==> config.mk <==
export PLATFORM = sky130hd
export DESIGN_NAME = adcsq_top
export DESIGN_NICKNAME = d
export VERILOG_FILES = /design/src/verilog/adcsq_pkg.sv /design/src/verilog/adcsq_top.sv
export SDC_FILE = /design/constraint.sdc
export NUM_CORES = 1
export LEC_CHECK = 0
export ABC_AREA = 1
export BUFFER_PORTS_ARGS = -buffer_cell sky130_fd_sc_hd__clkbuf_2
export CORE_MARGIN = 3
export CORE_UTILIZATION = 44
export CTS_CLUSTER_DIAMETER = 200
export DETAILED_ROUTE_END_ITERATION = 8
export PLACE_DENSITY = 0.74
export SLEW_MARGIN = 15
export SYNTH_ARGS = -nofsm -noshare
export SYNTH_HDL_FRONTEND = slang
export SYNTH_SLANG_ARGS = --single-unit
==> constraint.sdc <==
create_clock -name ref_clk -period 2.3 [get_ports ref_clk]
set_input_delay 0 -clock ref_clk [delete_from_list [all_inputs] [get_ports ref_clk]]
set_output_delay 0 -clock ref_clk [all_outputs]
set_load 0.01 [all_outputs]
==> src/verilog/adcsq_pkg.sv <==
package adcsq_pkg;
	// ----------------------------------------------------------------------------
	// Register map
	// ----------------------------------------------------------------------------
	localparam logic [7:0]  ADDR_CONV_CTRL      = 8'h23;   // Conversion control
	localparam logic [7:0]  ADDR_CONV_CTRL_FAST = 8'h2E;   // Alias of conversion control, same register
	localparam logic [15:0] CONV_CTRL_RESET     = 16'h0000; // Reset value
	localparam logic [15:0] CONV_CTRL_WMASK     = 16'h07FF; // Writable bits, rest read zero
	// Field positions
	localparam int REJ_BIT     = 10;  // Diagnostic mains rejection enable
	localparam int SEQ_MSB     = 9;   // Sequence mode field high bit
	localparam int SEQ_LSB     = 8;   // Sequence mode field low bit
	localparam int DIAG_LSB    = 4;   // Diagnostic enables start
	localparam int CHAN_LSB    = 0;   // Channel enables start
	localparam int NUM_INPUTS  = 8;   // Four channels then four diagnostics
	// Sequence mode codes
	localparam logic [1:0] SEQ_IDLE   = 2'h0; // Stop, stay powered or power up
	localparam logic [1:0] SEQ_SINGLE = 2'h1; // One pass
	localparam logic [1:0] SEQ_CONT   = 2'h2; // Repeating passes
	localparam logic [1:0] SEQ_PDOWN  = 2'h3; // Stop and power down
	// ----------------------------------------------------------------------------
	// Timing
	// ----------------------------------------------------------------------------
	localparam int CLK_MHZ        = 50;                       // ref_clk rate
	localparam int PWRUP_US       = 100;                      // Converter power-up time
	localparam int PWRUP_CYCLES   = PWRUP_US * CLK_MHZ;       // Least time, exact
	localparam int FAST_SPS       = 4800;                     // Diagnostics, no rejection
	localparam int SLOW_SPS       = 20;                       // Diagnostics, rejection on
	localparam int FAST_CYCLES    = (CLK_MHZ * 1000000) / FAST_SPS;
	localparam int SLOW_CYCLES    = (CLK_MHZ * 1000000) / SLOW_SPS;
	localparam int CONV_CYCLES    = 64;                       // Channel conversion time
	// Sequencer states
	typedef enum logic [3:0] {
		ST_OFF   = 4'b0001, // Powered down
		ST_PWRUP = 4'b0010, // Powering up
		ST_IDLE  = 4'b0100, // Powered, no pass
		ST_CONV  = 4'b1000  // Converting one input
	} adcsq_state_t;
endpackage : adcsq_pkg

==> src/verilog/adcsq_top.sv <==
`timescale 1ns/1ps
// How it works
// - Either control register starts and stops
// - Bit 10 picks diagnostic rate 4.8k/20
// - Bits 9:8 choose sequence mode
// - Code 00 stops, powers up if down
// - Busy held high during power-up
// - Code 01 converts each enabled input once
// - Mode field never self-clears after pass
// - Code 01 from power-down powers up
// - Code 10 repeats passes until stopped
// - Code 11 stops and powers down
// - Bits 7:4 enable diagnostics 3..0
// - Bits 3:0 enable channels D..A
module adcsq_top #(
	parameter int PWRUP_COUNT = adcsq_pkg::PWRUP_CYCLES, // Power-up wait in cycles
	parameter int SLOW_COUNT  = adcsq_pkg::SLOW_CYCLES,  // Diag time, rejection on
	parameter int FAST_COUNT  = adcsq_pkg::FAST_CYCLES,  // Diag time, rejection off
	parameter int CONV_COUNT  = adcsq_pkg::CONV_CYCLES   // Channel conversion time
) (
	input  wire logic        ref_clk,     // System clock
	input  wire logic        rst,         // Async reset, active high
	input  wire logic [7:0]  reg_addr,    // Register address
	input  wire logic        reg_wr,      // Write strobe
	input  wire logic        reg_rd,      // Read strobe
	input  wire logic [15:0] reg_wdata,   // Write data
	output logic      [15:0] reg_rdata,   // Read data, registered
	output logic             adc_busy,    // Registered busy status
	output logic             adc_powered, // Converter power enable
	output logic             conv_start,  // Pulse: start a conversion
	output logic      [2:0]  conv_input,  // Input under conversion
	output logic             conv_done    // Pulse: conversion finished
);
	import adcsq_pkg::*;

	localparam int CW = 32; // Counter width

	// ------------------------------------------------------------------------
	// Parameter check
	// ------------------------------------------------------------------------
	// Refuse counts that the down counters cannot serve: a zero count
	// would end a wait before it began and hide a mistyped parameter.
	if (PWRUP_COUNT < 1 || SLOW_COUNT < 1 ||
		FAST_COUNT < 1 || CONV_COUNT < 1) begin : g_bad_count
		$error("adcsq_top: counts must be at least one");
	end

	// ------------------------------------------------------------------------
	// Register file
	// ------------------------------------------------------------------------
	logic [15:0]  ctrl_q;     // Conversion control register
	logic         ctrl_wr;    // Write to either control address
	adcsq_state_t state_q;    // Sequencer state
	logic [CW-1:0] cnt_q;     // Shared wait counter
	logic [2:0]   idx_q;      // Current input index
	logic         pass_q;     // A pass is running
	logic [7:0]   enables;    // Channel and diagnostic enables

	// Both addresses write the same converter control
	assign ctrl_wr = reg_wr && (reg_addr == ADDR_CONV_CTRL ||
		reg_addr == ADDR_CONV_CTRL_FAST);
	assign enables = ctrl_q[7:0];

	// Control register keeps written value, no self clear
	always_ff @(posedge ref_clk or posedge rst) begin
		if (rst) begin
			ctrl_q <= CONV_CTRL_RESET;
		end else if (ctrl_wr) begin
			ctrl_q <= reg_wdata & CONV_CTRL_WMASK;
		end
	end

	// Read port: control register, zero elsewhere
	always_ff @(posedge ref_clk or posedge rst) begin
		if (rst) begin
			reg_rdata <= 16'h0000;
		end else if (reg_rd) begin
			if (reg_addr == ADDR_CONV_CTRL || reg_addr == ADDR_CONV_CTRL_FAST) begin
				reg_rdata <= ctrl_q;
			end else begin
				reg_rdata <= 16'h0000;
			end
		end
	end

	// ------------------------------------------------------------------------
	// Next enabled input search
	// ------------------------------------------------------------------------
	// First enabled input at or above a start index, fixed order
	function automatic logic [3:0] find_next(input logic [7:0] en, input logic [3:0] from);
		logic [3:0] res;
		res = 4'h8;
		for (int i = 7; i >= 0; i--) begin
			if (en[i] && i >= int'(from)) begin
				res = 4'(i);
			end
		end
		return res;
	endfunction : find_next

	logic [3:0] first_in; // First enabled input of a pass
	logic [3:0] next_in;  // Next enabled input after current
	assign first_in = find_next(enables, 4'h0);
	assign next_in  = find_next(enables, {1'b0, idx_q} + 4'h1);

	// Conversion time for an input
	function automatic logic [CW-1:0] conv_len(input logic [2:0] idx, input logic rej);
		if (idx >= 3'(DIAG_LSB)) begin
			return rej ? CW'(SLOW_COUNT) : CW'(FAST_COUNT);
		end
		return CW'(CONV_COUNT);
	endfunction : conv_len

	logic [1:0] wmode; // Mode being written
	assign wmode = reg_wdata[SEQ_MSB:SEQ_LSB];

	// ------------------------------------------------------------------------
	// Sequencer
	// ------------------------------------------------------------------------
	// Power, pass and conversion walk
	// Writes take priority over the walk, so that a stop or a power-down
	// lands in the cycle of the write even in the middle of a conversion.
	// A start write is only honoured from off or from idle; a start that
	// arrives while busy is dropped, which is why the host polls busy.
	// The walk itself counts down the shared counter and then either
	// moves to the next enabled input or closes the pass.
	always_ff @(posedge ref_clk or posedge rst) begin
		if (rst) begin
			state_q    <= ST_IDLE;
			cnt_q      <= '0;
			idx_q      <= 3'h0;
			pass_q     <= 1'b0;
			conv_start <= 1'b0;
			conv_done  <= 1'b0;
		end else begin
			conv_start <= 1'b0;
			conv_done  <= 1'b0;
			if (ctrl_wr && wmode == SEQ_PDOWN) begin
				state_q <= ST_OFF;
				pass_q  <= 1'b0;
			end else if (ctrl_wr && wmode == SEQ_IDLE) begin
				pass_q <= 1'b0;
				if (state_q == ST_OFF) begin
					state_q <= ST_PWRUP;
					cnt_q   <= CW'(PWRUP_COUNT);
				end else if (state_q == ST_CONV) begin
					state_q <= ST_IDLE;
				end
			end else if (ctrl_wr && (wmode == SEQ_SINGLE || wmode == SEQ_CONT)) begin
				if (state_q == ST_OFF) begin
					state_q <= ST_PWRUP;
					cnt_q   <= CW'(PWRUP_COUNT);
					pass_q  <= 1'b1;
				end else if (state_q == ST_IDLE) begin
					pass_q  <= 1'b1;
				end
			end else begin
				case (state_q)
					ST_OFF: begin
					end
					ST_PWRUP: begin
						// Wait out the converter's power-up time
						if (cnt_q <= CW'(1)) begin
							state_q <= ST_IDLE;
						end else begin
							cnt_q <= cnt_q - CW'(1);
						end
					end
					ST_IDLE: begin
						// Open a pass at the lowest enabled input
						if (pass_q) begin
							if (first_in[3]) begin
								pass_q <= 1'b0; // Nothing enabled
							end else begin
								state_q    <= ST_CONV;
								idx_q      <= first_in[2:0];
								cnt_q      <= conv_len(first_in[2:0], ctrl_q[REJ_BIT]);
								conv_start <= 1'b1;
							end
						end
					end
					ST_CONV: begin
						// Count the conversion, then chain or close
						if (cnt_q <= CW'(1)) begin
							conv_done <= 1'b1;
							if (!next_in[3]) begin
								idx_q      <= next_in[2:0];
								cnt_q      <= conv_len(next_in[2:0], ctrl_q[REJ_BIT]);
								conv_start <= 1'b1;
							end else begin
								state_q <= ST_IDLE;
								// Continuous restarts, single ends the pass
								pass_q  <= (ctrl_q[SEQ_MSB:SEQ_LSB] == SEQ_CONT);
							end
						end else begin
							cnt_q <= cnt_q - CW'(1);
						end
					end
					default: state_q <= ST_IDLE;
				endcase
			end
		end
	end

	// Status outputs from flops
	always_ff @(posedge ref_clk or posedge rst) begin
		if (rst) begin
			adc_busy    <= 1'b0;
			adc_powered <= 1'b1;
			conv_input  <= 3'h0;
		end else begin
			adc_busy    <= (state_q == ST_PWRUP) || (state_q == ST_CONV) || pass_q;
			adc_powered <= (state_q != ST_OFF);
			conv_input  <= idx_q;
		end
	end
endmodule : adcsq_top

==> flow_metrics.env, run 1 <==
export IMPL_yosysUniqueCellTypes=43
export IMPL_clk_pin_slew_ps=80
export IMPL_synth_seq_area_share=0.3882
export IMPL_syn_area_per_cell_um2=7.093
export IMPL_drive_gt1_frac=0.1841
export IMPL_final_antenna_net_count=0
export IMPL_p_comb_frac=0.530
export IMPL_cts_tree="done"
export IMPL_cp_arrival_ps=2420
export IMPL_cts_root_buf="clkbuf_8"
export IMPL_grtUsageTotal=0.1959
export IMPL_avgViaCountPerCell=5.162
export IMPL_post_route_min_period_ps=2149
export IMPL_ys_flop_type="dfrtp_1"
export IMPL_ys_ff_latch=69
export IMPL_h_tree_depth=3
export IMPL_drv_slew=0
export IMPL_synth_top_area_share=0.3764
export IMPL_grt_pass1_wl_um=18130
export IMPL_initial_core_util=0.4536
export IMPL_insertion_delay_ps=350
export IMPL_clock_skew_ps=9.771
export IMPL_layout_cells_non_filler=839
export IMPL_drc=0
export IMPL_yosys_area_top_type="dfrtp_1"
export IMPL_rrSetupSlack_ps=150
export IMPL_fp_row_count=36
export IMPL_gp_congestion=0.9336
export IMPL_crit_path_end_kind="flop"
export IMPL_wirelength_um=10870
export IMPL_setup_viol=0
export IMPL_die_area_mm2=0.01137
export IMPL_first_iter_violations=254
export IMPL_vdd_drop_max_uv=558.3
export IMPL_via_count=4331
export IMPL_cts_buffer_depth=2
export IMPL_async_flop_share=1.000
export IMPL_routedWlPerCell_um=12.95
export IMPL_r2r_end="cnt_q[17]$_DFFE_PP0P_"
export IMPL_hold_violations=0
export IMPL_worstSetupStartpointType="flop"
export IMPL_antenna_cells=0
export IMPL_power_density_mw_per_mm2=1171
export IMPL_syn_inst=628
export IMPL_regToRegStartpoint="idx_q[0]$_DFFE_PP0P_"
export IMPL_grt_pass1_vias=3972
export IMPL_cts_sinks=69
export IMPL_p_int_uw=3386
export IMPL_synth_area_top_cells="dfrtp_1 (38%), nand2_1 (14%), nor2_1 (6.2%), inv_1 (5.9%), o21ai_0 (5.1%)"
export IMPL_min_from="reg_wr"
export IMPL_clockPowerShare=0.178
export IMPL_finalWorstSetupSlack_ps=150.6
export IMPL_die_w_um=106.6
export IMPL_synthToLayoutAreaGrowth_pct=19.80
export IMPL_post_place_cells=805
export IMPL_swShare=0.4583
export IMPL_antenna_found_initial=0
export IMPL_worstPathRequired_ps=2570
export IMPL_hold_path_end="state_q[0]$_DFFE_PP0P_"
export IMPL_die_h_um=106.6
export IMPL_post_route_period_util=0.9345
export IMPL_path_class="reg -> reg"
export IMPL_power_frac_seq=0.292
export IMPL_pin_count=51
export IMPL_yosys_warnings=0
export IMPL_status="finished, final reports clean"
export IMPL_grt_overflow=0
export IMPL_dpl_hpwl_um=8113
export IMPL_pre_cts_slack_ps=9.599
export IMPL_p_sw_uw=2865
export IMPL_cts_made_buffers=9
export IMPL_worst_pin_slew_ps=687.1
export IMPL_r2r_worst_path_cells=14
export IMPL_coreArea_mm2=0.009819
export IMPL_crit_fanout=21
export IMPL_grt_start_max_net_pins=39
export IMPL_fmax_mhz=465.2
export IMPL_syn_area_mm2=0.004454
export IMPL_synth_edf_count=0
export IMPL_slew_headroom=0.5413
export IMPL_port_buffers=40
export IMPL_maxCapViolCount=0
export IMPL_min_path_type="in -> reg"
export IMPL_first_pass_iters=5
export IMPL_nNetsFinal=737
export IMPL_whs_path_depth=3
export IMPL_leakage_uw=0.002682
==> cells by family (layout without fill, tap and decap cells) <==
group | after synthesis | in the layout | synth area share
and+or+nand+nor | 328 | 328 | 0.3208
AOI/OAI and AO/OA | 104 | 104 | 0.1306
buffers and inverters | 94 | 168 | 0.08988
DFF | 69 | 69 | 0.3882
xor gates and xnor gates | 24 | 24 | 0.04719
adders and majority gates | 8 | 8 | 0.02247
other | 1 | 5 | 0.0008419
==> how the worst max path moves through the flow <==
stage                                startpoint                endpoint  slack (ps)  cells past startpoint
final                      idx_q[0]$_DFFE_PP0P_   cnt_q[17]$_DFFE_PP0P_         150                     14
after global routing      cnt_q[20]$_DFFE_PP0P_  state_q[1]$_DFFE_PP0P_          -6                     13
after CTS                  idx_q[0]$_DFFE_PP0P_   cnt_q[17]$_DFFE_PP0P_          30                     14
after detailed placement   idx_q[0]$_DFFE_PP0P_   cnt_q[21]$_DFFE_PP0P_          10                     15
after global placement     idx_q[0]$_DFFE_PP0P_   cnt_q[23]$_DFFE_PP0P_         110                     14
after floorplan            idx_q[0]$_DFFE_PP0P_   cnt_q[15]$_DFFE_PP0P_         340                     15
==> what timing repair did <==
action / in CTS / in global routing
hold buffers: 13 / 0
pin swaps: 0 / 4
hold endpoints to repair: 43 / 0
setup buffers: 0 / 5
resized for setup: 2 / 21
setup endpoints to repair: 1 / 35
==> placed cells by master, fill, tap and decap left out, types with 11 or more instances in the layout <==
cell | synthesis | routed
nor2_1 | 74 | 68
clkbuf_2 | 0 | 40
a21oi_1 | 17 | 17
dlygate4sd3_1 | 0 | 13
xnor2_1 | 11 | 11
buf_4 | 7 | 22
nand3_1 | 41 | 39
o21ai_0 | 45 | 44
nor2_2 | 8 | 13
inv_1 | 70 | 68
nand2_1 | 161 | 158
dfrtp_1 | 67 | 64
nor3_1 | 14 | 14
xor2_1 | 13 | 13
o21ai_1 | 18 | 19
==> worst max-delay path: stages (launching register included) <==
cell	delay [ps]
dfrtp_2	450
buf_4	150
ha_1	200
nand2_1	60
nand3b_1	140
nand2_2	90
nor2_4	180
nand3_1	100
nand2_1	80
nand2_2	90
nand2_4	110
nand2_8	80
nand2_8	160
nand2_1	80
o21ai_1	90
==> power by group through the flow <==
stage          clock network [µW]  registers [µW]  logic [µW]
2_1_floorplan                   0            1770        2300
3_3_place_gp                    0            1810        2910
3_5_place_dp                    0            1820        2980
4_1_cts                      1140            1810        3020
5_1_grt                      1190            1860        3710
6_report                     1110            1820        3310
==> cell type report <==
class | count | area [µm²]
fill | 931 | 4483
multi-input combinational | 469 | 2412
sequential | 69 | 1733
timing repair buffer | 76 | 515.5
inverter | 76 | 285.3
tap | 133 | 166.4
clock buffer | 10 | 137.6
clock inverter | 6 | 86.33
==> cells in the mapped netlist, types with 2 or more instances <==
| cell type | number |
|---|---|
| a21oi_2 | 2 |
| o31ai_1 | 10 |
| nand2_2 | 7 |
| nor2_4 | 2 |
| o21ai_0 | 45 |
| nor2_1 | 74 |
| buf_4 | 7 |
| inv_2 | 6 |
| buf_2 | 5 |
| ha_1 | 8 |
| a21boi_0 | 2 |
| nand3_2 | 2 |
| o21ai_1 | 18 |
| nor2_2 | 8 |
| xor2_1 | 13 |
| dfstp_2 | 2 |
| nand2_4 | 2 |
| nor3_1 | 14 |
| nand3_1 | 41 |
| clkbuf_1 | 4 |
| dfrtp_1 | 67 |
| xnor2_1 | 11 |
| nand2_1 | 161 |
| nand4_1 | 9 |
| o211ai_1 | 2 |
| buf_6 | 2 |
| inv_1 | 70 |
| a31oi_1 | 2 |
| a21oi_1 | 17 |
| o21a_1 | 2 |
==> routing by layer <==
| layer | GRT usage | part of all wire |
|---|---|---|
| met4 | 0.06667 | 0.022 |
| met5 | 0 | 0 |
| met3 | 0.03131 | 0.046 |
| met2 | 0.3228 | 0.47 |
| met1 | 0.2633 | 0.46 |
==> state kept, by name, indices dropped and copies added (netlist names) <==
register,flops
pass_q,1
reg_rdata,11
state_q,4
cnt_q,32
idx_q,3
conv_start,1
adc_powered,1
ctrl_q,11
conv_done,1
conv_input,3
adc_busy,1
==> stage by stage <==
step	total power, µW	utilization	cell area, µm²	hold WS, ps	TNS (ps)
final	6251	0.5435	5336	173.3	0
after global routing	6768	0.5435	5336	200.2	-12.12
after floorplan	4065	-	4469	109.6	0
after CTS	5963	0.5320	5224	167.2	0
after detailed placement	4798	0.4958	4868	137.1	0
after global placement	4724	0.4958	4868	125.5	0
No activity file was read; power rests on OpenSTA's default activity.
==> run 2: changes to the inputs <==
--- a/config.mk
+++ b/config.mk
@@ -8,10 +8,10 @@
 export ABC_AREA = 1
 export BUFFER_PORTS_ARGS = -buffer_cell sky130_fd_sc_hd__clkbuf_2
 export CORE_MARGIN = 3
-export CORE_UTILIZATION = 44
+export CORE_UTILIZATION = 59
 export CTS_CLUSTER_DIAMETER = 200
 export DETAILED_ROUTE_END_ITERATION = 8
-export PLACE_DENSITY = 0.74
+export PLACE_DENSITY = 0.91
 export SLEW_MARGIN = 15
 export SYNTH_ARGS = -nofsm -noshare
 export SYNTH_HDL_FRONTEND = slang
==> run 2 against run 1 <==
Compared with the run above:
- clock power rose by 5%
- sequential share of layout area rose by 0.19 points
- non-clock buffer count did not move
- clock-buffer cell count did not move
- die area fell by 24%
- wire length rose by 14%
- critical path depth fell by 3
- maximum frequency fell by 3.7%
- worst hold slack got worse by 9.7 ps
- design area fell by 0.59%
- register-to-register slack got worse by 80 ps
==> flow_metrics.env, run 2 (synthesized netlist as in run 1, its figures left out) <==
export IMPL_status="finished, final reports clean"
export IMPL_cts_tree="done"
export IMPL_gp_congestion=0.9510
export IMPL_post_place_cells=767
export IMPL_dpl_cell_area_mm2=0.004783
export IMPL_slew_headroom=0.5902
export IMPL_power_density_mw_per_mm2=1217
export IMPL_die_area_mm2=0.008629
export IMPL_fp_row_count=31
export IMPL_nNetsFinal=738
export IMPL_cts_buffer_depth=2
export IMPL_finalInstanceArea_mm2=0.005305
export IMPL_final_antenna_net_count=0
export IMPL_grt_overflow=0
export IMPL_vdd_drop_max_uv=843.3
export IMPL_holdWs_ps=163.5
export IMPL_pre_cts_slack_ps=19.91
export IMPL_crit_fanout=7
export IMPL_drc=0
export IMPL_die_h_um=92.89
export IMPL_drive_gt1_frac=0.1810
export IMPL_r2r_end="cnt_q[16]$_DFFE_PP0P_"
export IMPL_path_class="reg -> reg"
export IMPL_final_common_cell="nand2_1"
export IMPL_synthToLayoutAreaGrowth_pct=19.10
export IMPL_final_cell_mix="nand2_1 (156), nor2_1 (71), inv_1 (69), dfrtp_1 (64), o21ai_0 (44)"
export IMPL_critPathCapture="cnt_q[16]$_DFFE_PP0P_"
export IMPL_rrSetupSlack_ps=70
export IMPL_crit_path_end_kind="flop"
export IMPL_first_iter_violations=488
export IMPL_worstSetupStartpointType="flop"
export IMPL_via_count=4561
export IMPL_clock_skew_ps=20.49
export IMPL_grt_pass1_vias=4379
export IMPL_cts_root_buf="clkbuf_8"
export IMPL_antenna_cells=0
export IMPL_finalWorstSetupSlack_ps=68.24
export IMPL_r2r_worst_path_cells=11
export IMPL_maxCapViolCount=0
export IMPL_setup_tns_ps=0
export IMPL_dpl_hpwl_um=8454
export IMPL_grt_start_max_net_pins=31
export IMPL_first_pass_iters=6
export IMPL_post_route_min_period_ps=2232
export IMPL_largest_reg_flops=32
export IMPL_min_path_type="in -> async"
export IMPL_insertion_delay_ps=370
export IMPL_antenna_found_initial=0
export IMPL_cts_made_buffers=9
export IMPL_regToRegStartpoint="cnt_q[0]$_DFFE_PP0P_"
export IMPL_top_register="cnt_q"
export IMPL_wirelength_um=12350
export IMPL_hold_violations=0
export IMPL_coreArea_mm2=0.007292
export IMPL_avgViaCountPerCell=5.659
export IMPL_h_tree_depth=3
export IMPL_startpoint="cnt_q[0]$_DFFE_PP0P_"
export IMPL_drv_slew=0
export IMPL_worst_pin_slew_ps=612.5
export IMPL_port_buffers=40
export IMPL_fmax_mhz=448.1
export IMPL_layout_cells_non_filler=806
export IMPL_initial_core_util=0.6108
export IMPL_post_route_period_util=0.9703
export IMPL_worstPathRequired_ps=2580
export IMPL_grtUsageTotal=0.2930
export IMPL_clk_pin_slew_ps=80
export IMPL_routedWlPerCell_um=15.32
export IMPL_pin_count=51
export IMPL_grt_pass1_wl_um=20060
export IMPL_cp_arrival_ps=2510
export IMPL_die_w_um=92.89
export IMPL_cts_sinks=69
export IMPL_top_regs="cnt_q (32), ctrl_q (11), reg_rdata (11)"
export IMPL_setup_viol=0
export IMPL_leakage_uw=0.002685
## run 2: cell types whose count changed in the layout (fill, tap and decap cells not counted), moves of 2 or more
cell,delta
nor2_1,+3
nor2_2,-3
clkinv_2,-2
ha_2,-2
nand2_1,-2
nand2_2,+2
## run 2: routing by layer
metal | routed length, µm | vias up | track usage
li1 | - | 2164 | -
met2 | 5968 | 254 | 0.4883
met1 | 5067 | 2098 | 0.3815
met5 | 0 | - | 0
met3 | 960 | 45 | 0.05686
met4 | 353 | 0 | 0.1013
## run 2: area by class of cell
class	instances	area, µm²
clock buffers	10	137.6
clock inverters	6	93.84
fillers	544	1987
inverters	76	285.3
multi-input cells	470	2421
flip-flops and latches	69	1733
well taps	99	123.9
repair buffers	76	510.5
## run 2: what timing repair did
item	4_1_cts	5_1_grt
gates cloned	0	1
buffers inserted	0	9
hold endpoints to repair	30	0
pin swaps	0	7
gates resized for setup	2	20
setup endpoints to repair	1	39
hold buffers	13	0
## run 2: worst min-delay path by stage
stage | slack [ps] | end | start
floorplan | 110 | ctrl_q[6]$_DFFE_PP0P_ | reg_wdata[6]
detailed placement | -0.2 | cnt_q[13]$_DFFE_PP0P_ | rst
CTS | 160 | state_q[0]$_DFFE_PP0P_ | reg_wr
global placement | -10 | cnt_q[13]$_DFFE_PP0P_ | rst
global route | 210 | state_q[0]$_DFFE_PP0P_ | reg_wr
finish | 160 | cnt_q[25]$_DFFE_PP0P_ | rst
## run 2: where the power goes
part           switching (µW)  internal [µW]  total [µW]
combinational            2200           1230        3430
sequential                353           1510        1860
clock                     514            647        1160
## run 2: critical path, cell delays in order, from the launching register on
cell      delay (ps)
dfrtp_2          440
inv_1            100
ha_1             270
o211ai_1         250
nor2_2            90
nand3_1          150
nand2_1          190
inv_1            150
nand2_2          120
o21ai_0          200
nand2_1          100
o21ai_1          110
## run 2: per-stage QoR
| step | util | total power, µW |
|---|---|---|
| 2_1_floorplan | - | 4065 |
| 3_3_place_gp | 0.6560 | 4667 |
| 3_5_place_dp | 0.6560 | 4781 |
| 4_1_cts | 0.7057 | 5985 |
| 5_1_grt | 0.7275 | 6908 |
| 6_report | 0.7275 | 6458 |
==> run 3: changes to the inputs <==
--- a/config.mk
+++ b/config.mk
@@ -8,10 +8,11 @@
 export ABC_AREA = 1
 export BUFFER_PORTS_ARGS = -buffer_cell sky130_fd_sc_hd__clkbuf_2
 export CORE_MARGIN = 3
-export CORE_UTILIZATION = 59
+export CORE_UTILIZATION = 61
+export CTS_BUF_LIST = sky130_fd_sc_hd__clkbuf_2
 export CTS_CLUSTER_DIAMETER = 200
 export DETAILED_ROUTE_END_ITERATION = 8
-export PLACE_DENSITY = 0.91
+export PLACE_DENSITY = 0.94
 export SLEW_MARGIN = 15
 export SYNTH_ARGS = -nofsm -noshare
 export SYNTH_HDL_FRONTEND = slang
==> run 3 against run 2 <==
Compared with the run above:
- design area is 1.4% lower
- critical path depth is 4 higher
- worst setup slack better by 73 ps
- via count is 0.72% higher
- maximum frequency is 3.4% higher
- register-to-register slack better by 70 ps
- utilization is 2.6 points higher
- sequential power hardly changed
- critical path type unchanged
- largest cell class unchanged
- largest power group unchanged
==> flow_metrics.env, run 3 (synthesized netlist as in run 1, its figures left out) <==
export IMPL_antenna_found_initial=0
export IMPL_drive_gt1_frac=0.1721
export IMPL_top_register="cnt_q"
export IMPL_cts_made_buffers=9
export IMPL_status="finished, final reports clean"
export IMPL_slew_headroom=0.4890
export IMPL_worstSetupStartpointType="flop"
export IMPL_gp_congestion=1.063
export IMPL_cts_root_buf="clkbuf_2"
export IMPL_leakage_uw=0.002662
export IMPL_fmax_mhz=463.2
export IMPL_grtUsageTotal=0.2971
export IMPL_crit_path_end_kind="flop"
export IMPL_first_pass_iters=5
export IMPL_antenna_cells=0
export IMPL_final_common_cell="nand2_1"
export IMPL_path_class="reg -> reg"
export IMPL_drc=0
export IMPL_final_antenna_net_count=0
export IMPL_regToRegStartpoint="idx_q[1]$_DFFE_PP0P_"
export IMPL_wirelength_um=11920
export IMPL_nNetsFinal=740
export IMPL_worstPathRequired_ps=2760
export IMPL_cts_sinks=69
export IMPL_cts_buffer_depth=2
export IMPL_min_path_type="in -> reg"
export IMPL_pre_cts_slack_ps=34.42
export IMPL_insertion_delay_ps=540
export IMPL_vdd_drop_max_uv=632.9
export IMPL_post_route_period_util=0.9386
export IMPL_via_count=4594
export IMPL_cts_tree="done"
export IMPL_worst_pin_slew_ps=765.4
export IMPL_routedWlPerCell_um=14.81
export IMPL_maxCapViolCount=0
export IMPL_clk_pin_slew_ps=220
export IMPL_coreArea_mm2=0.006944
export IMPL_grt_start_max_net_pins=38
export IMPL_setup_tns_ps=0
export IMPL_pin_count=51
export IMPL_grt_overflow=0
export IMPL_grt_pass1_vias=4376
export IMPL_top_regs="cnt_q (32), ctrl_q (11), reg_rdata (11)"
export IMPL_first_iter_violations=492
export IMPL_grt_pass1_wl_um=20150
export IMPL_die_h_um=91.45
export IMPL_dpl_hpwl_um=8533
export IMPL_final_cell_mix="nand2_1 (157), nor2_1 (71), inv_1 (69), dfrtp_1 (64), clkbuf_2 (49)"
export IMPL_avgViaCountPerCell=5.707
export IMPL_die_w_um=91.45
export IMPL_power_density_mw_per_mm2=1137
export IMPL_cp_arrival_ps=2620
export IMPL_finalWorstSetupSlack_ps=141.3
export IMPL_initial_core_util=0.6414
export IMPL_clock_skew_ps=27.57
export IMPL_min_from="reg_addr[2]"
export IMPL_crit_fanout=7
export IMPL_port_buffers=40
export IMPL_h_tree_depth=3
export IMPL_startpoint="idx_q[1]$_DFFE_PP0P_"
export IMPL_hold_violations=0
export IMPL_synthToLayoutAreaGrowth_pct=17.42
export IMPL_post_route_min_period_ps=2159
export IMPL_drv_slew=0
export IMPL_largest_reg_flops=32
export IMPL_total_power_uw=5944
export IMPL_fp_row_count=30
export IMPL_die_area_mm2=0.008363
export IMPL_setup_viol=0
## run 3: layout make-up
cell class,instances,area [µm²]
multi-input cells,470,2425
flip-flops and latches,69,1733
fillers,507,1714
repair buffers,78,549.3
inverters,76,285.3
well taps,96,120.1
clock inverters,7,72.57
clock buffers,9,45.04
## run 3: repair_timing
| item | CTS | global route |
|---|---|---|
| gates resized for setup | 1 | 22 |
| gates cloned | 0 | 1 |
| setup endpoints to repair | 3 | 30 |
| hold endpoints to repair | 58 | 0 |
| buffers inserted | 0 | 4 |
| pin swaps | 0 | 2 |
| hold buffers | 19 | 0 |
## run 3: worst paths after layout
kind | end | slack (ps) | depth (start not counted)
setup / recovery | cnt_q[10]$_DFFE_PP0P_ | 140 | 15
max in group asynchronous | adc_powered$_DFF_PP1_ | 1480 | 4
hold reg to reg | conv_input[2]$_DFF_PP0_ | 490 | 0
hold / removal | reg_rdata[8]$_DFFE_PP0P_ | 70 | 4
setup reg to reg | cnt_q[10]$_DFFE_PP0P_ | 140 | 15
min in group asynchronous | reg_rdata[0]$_DFFE_PP0P_ | 110 | 3
## run 3: layer usage
layer | vias up | wire length (µm) | GRT usage
met1 | 2135 | 4861 | 0.3990
met4 | 0 | 237 | 0.1168
met2 | 255 | 5652 | 0.4778
met5 | - | 0 | 0
li1 | 2176 | - | -
met3 | 28 | 1171 | 0.05054
## run 3: critical path, stage by stage, from the launching register on
cell and delay, ps:
dfrtp_2 480, ha_2 200, inv_1 70, nand2_2 80
nand2_2 90, nand2_1 90, a21oi_2 200, nor2_4 70
nand3_1 90, nand2_1 60, nand2_2 110, nand2_4 90
nand2_8 150, buf_4 130, nor2_1 30, a21oi_1 140
## run 3: where the power goes
part | switching (µW) | internal [µW]
registers | 325 | 1510
clock network | 479 | 257
logic | 2160 | 1220
## run 3: per-stage QoR
step	instances	cell area [µm²]	hold WS (ps)	util
finish	805	5230	68.71	0.7532
global route	805	5230	48.02	0.7532
floorplan	632	4469	109.6	-
CTS	800	5107	4.764	0.7355
global placement	765	4800	152.0	0.6912
detailed placement	765	4800	170.5	0.6912
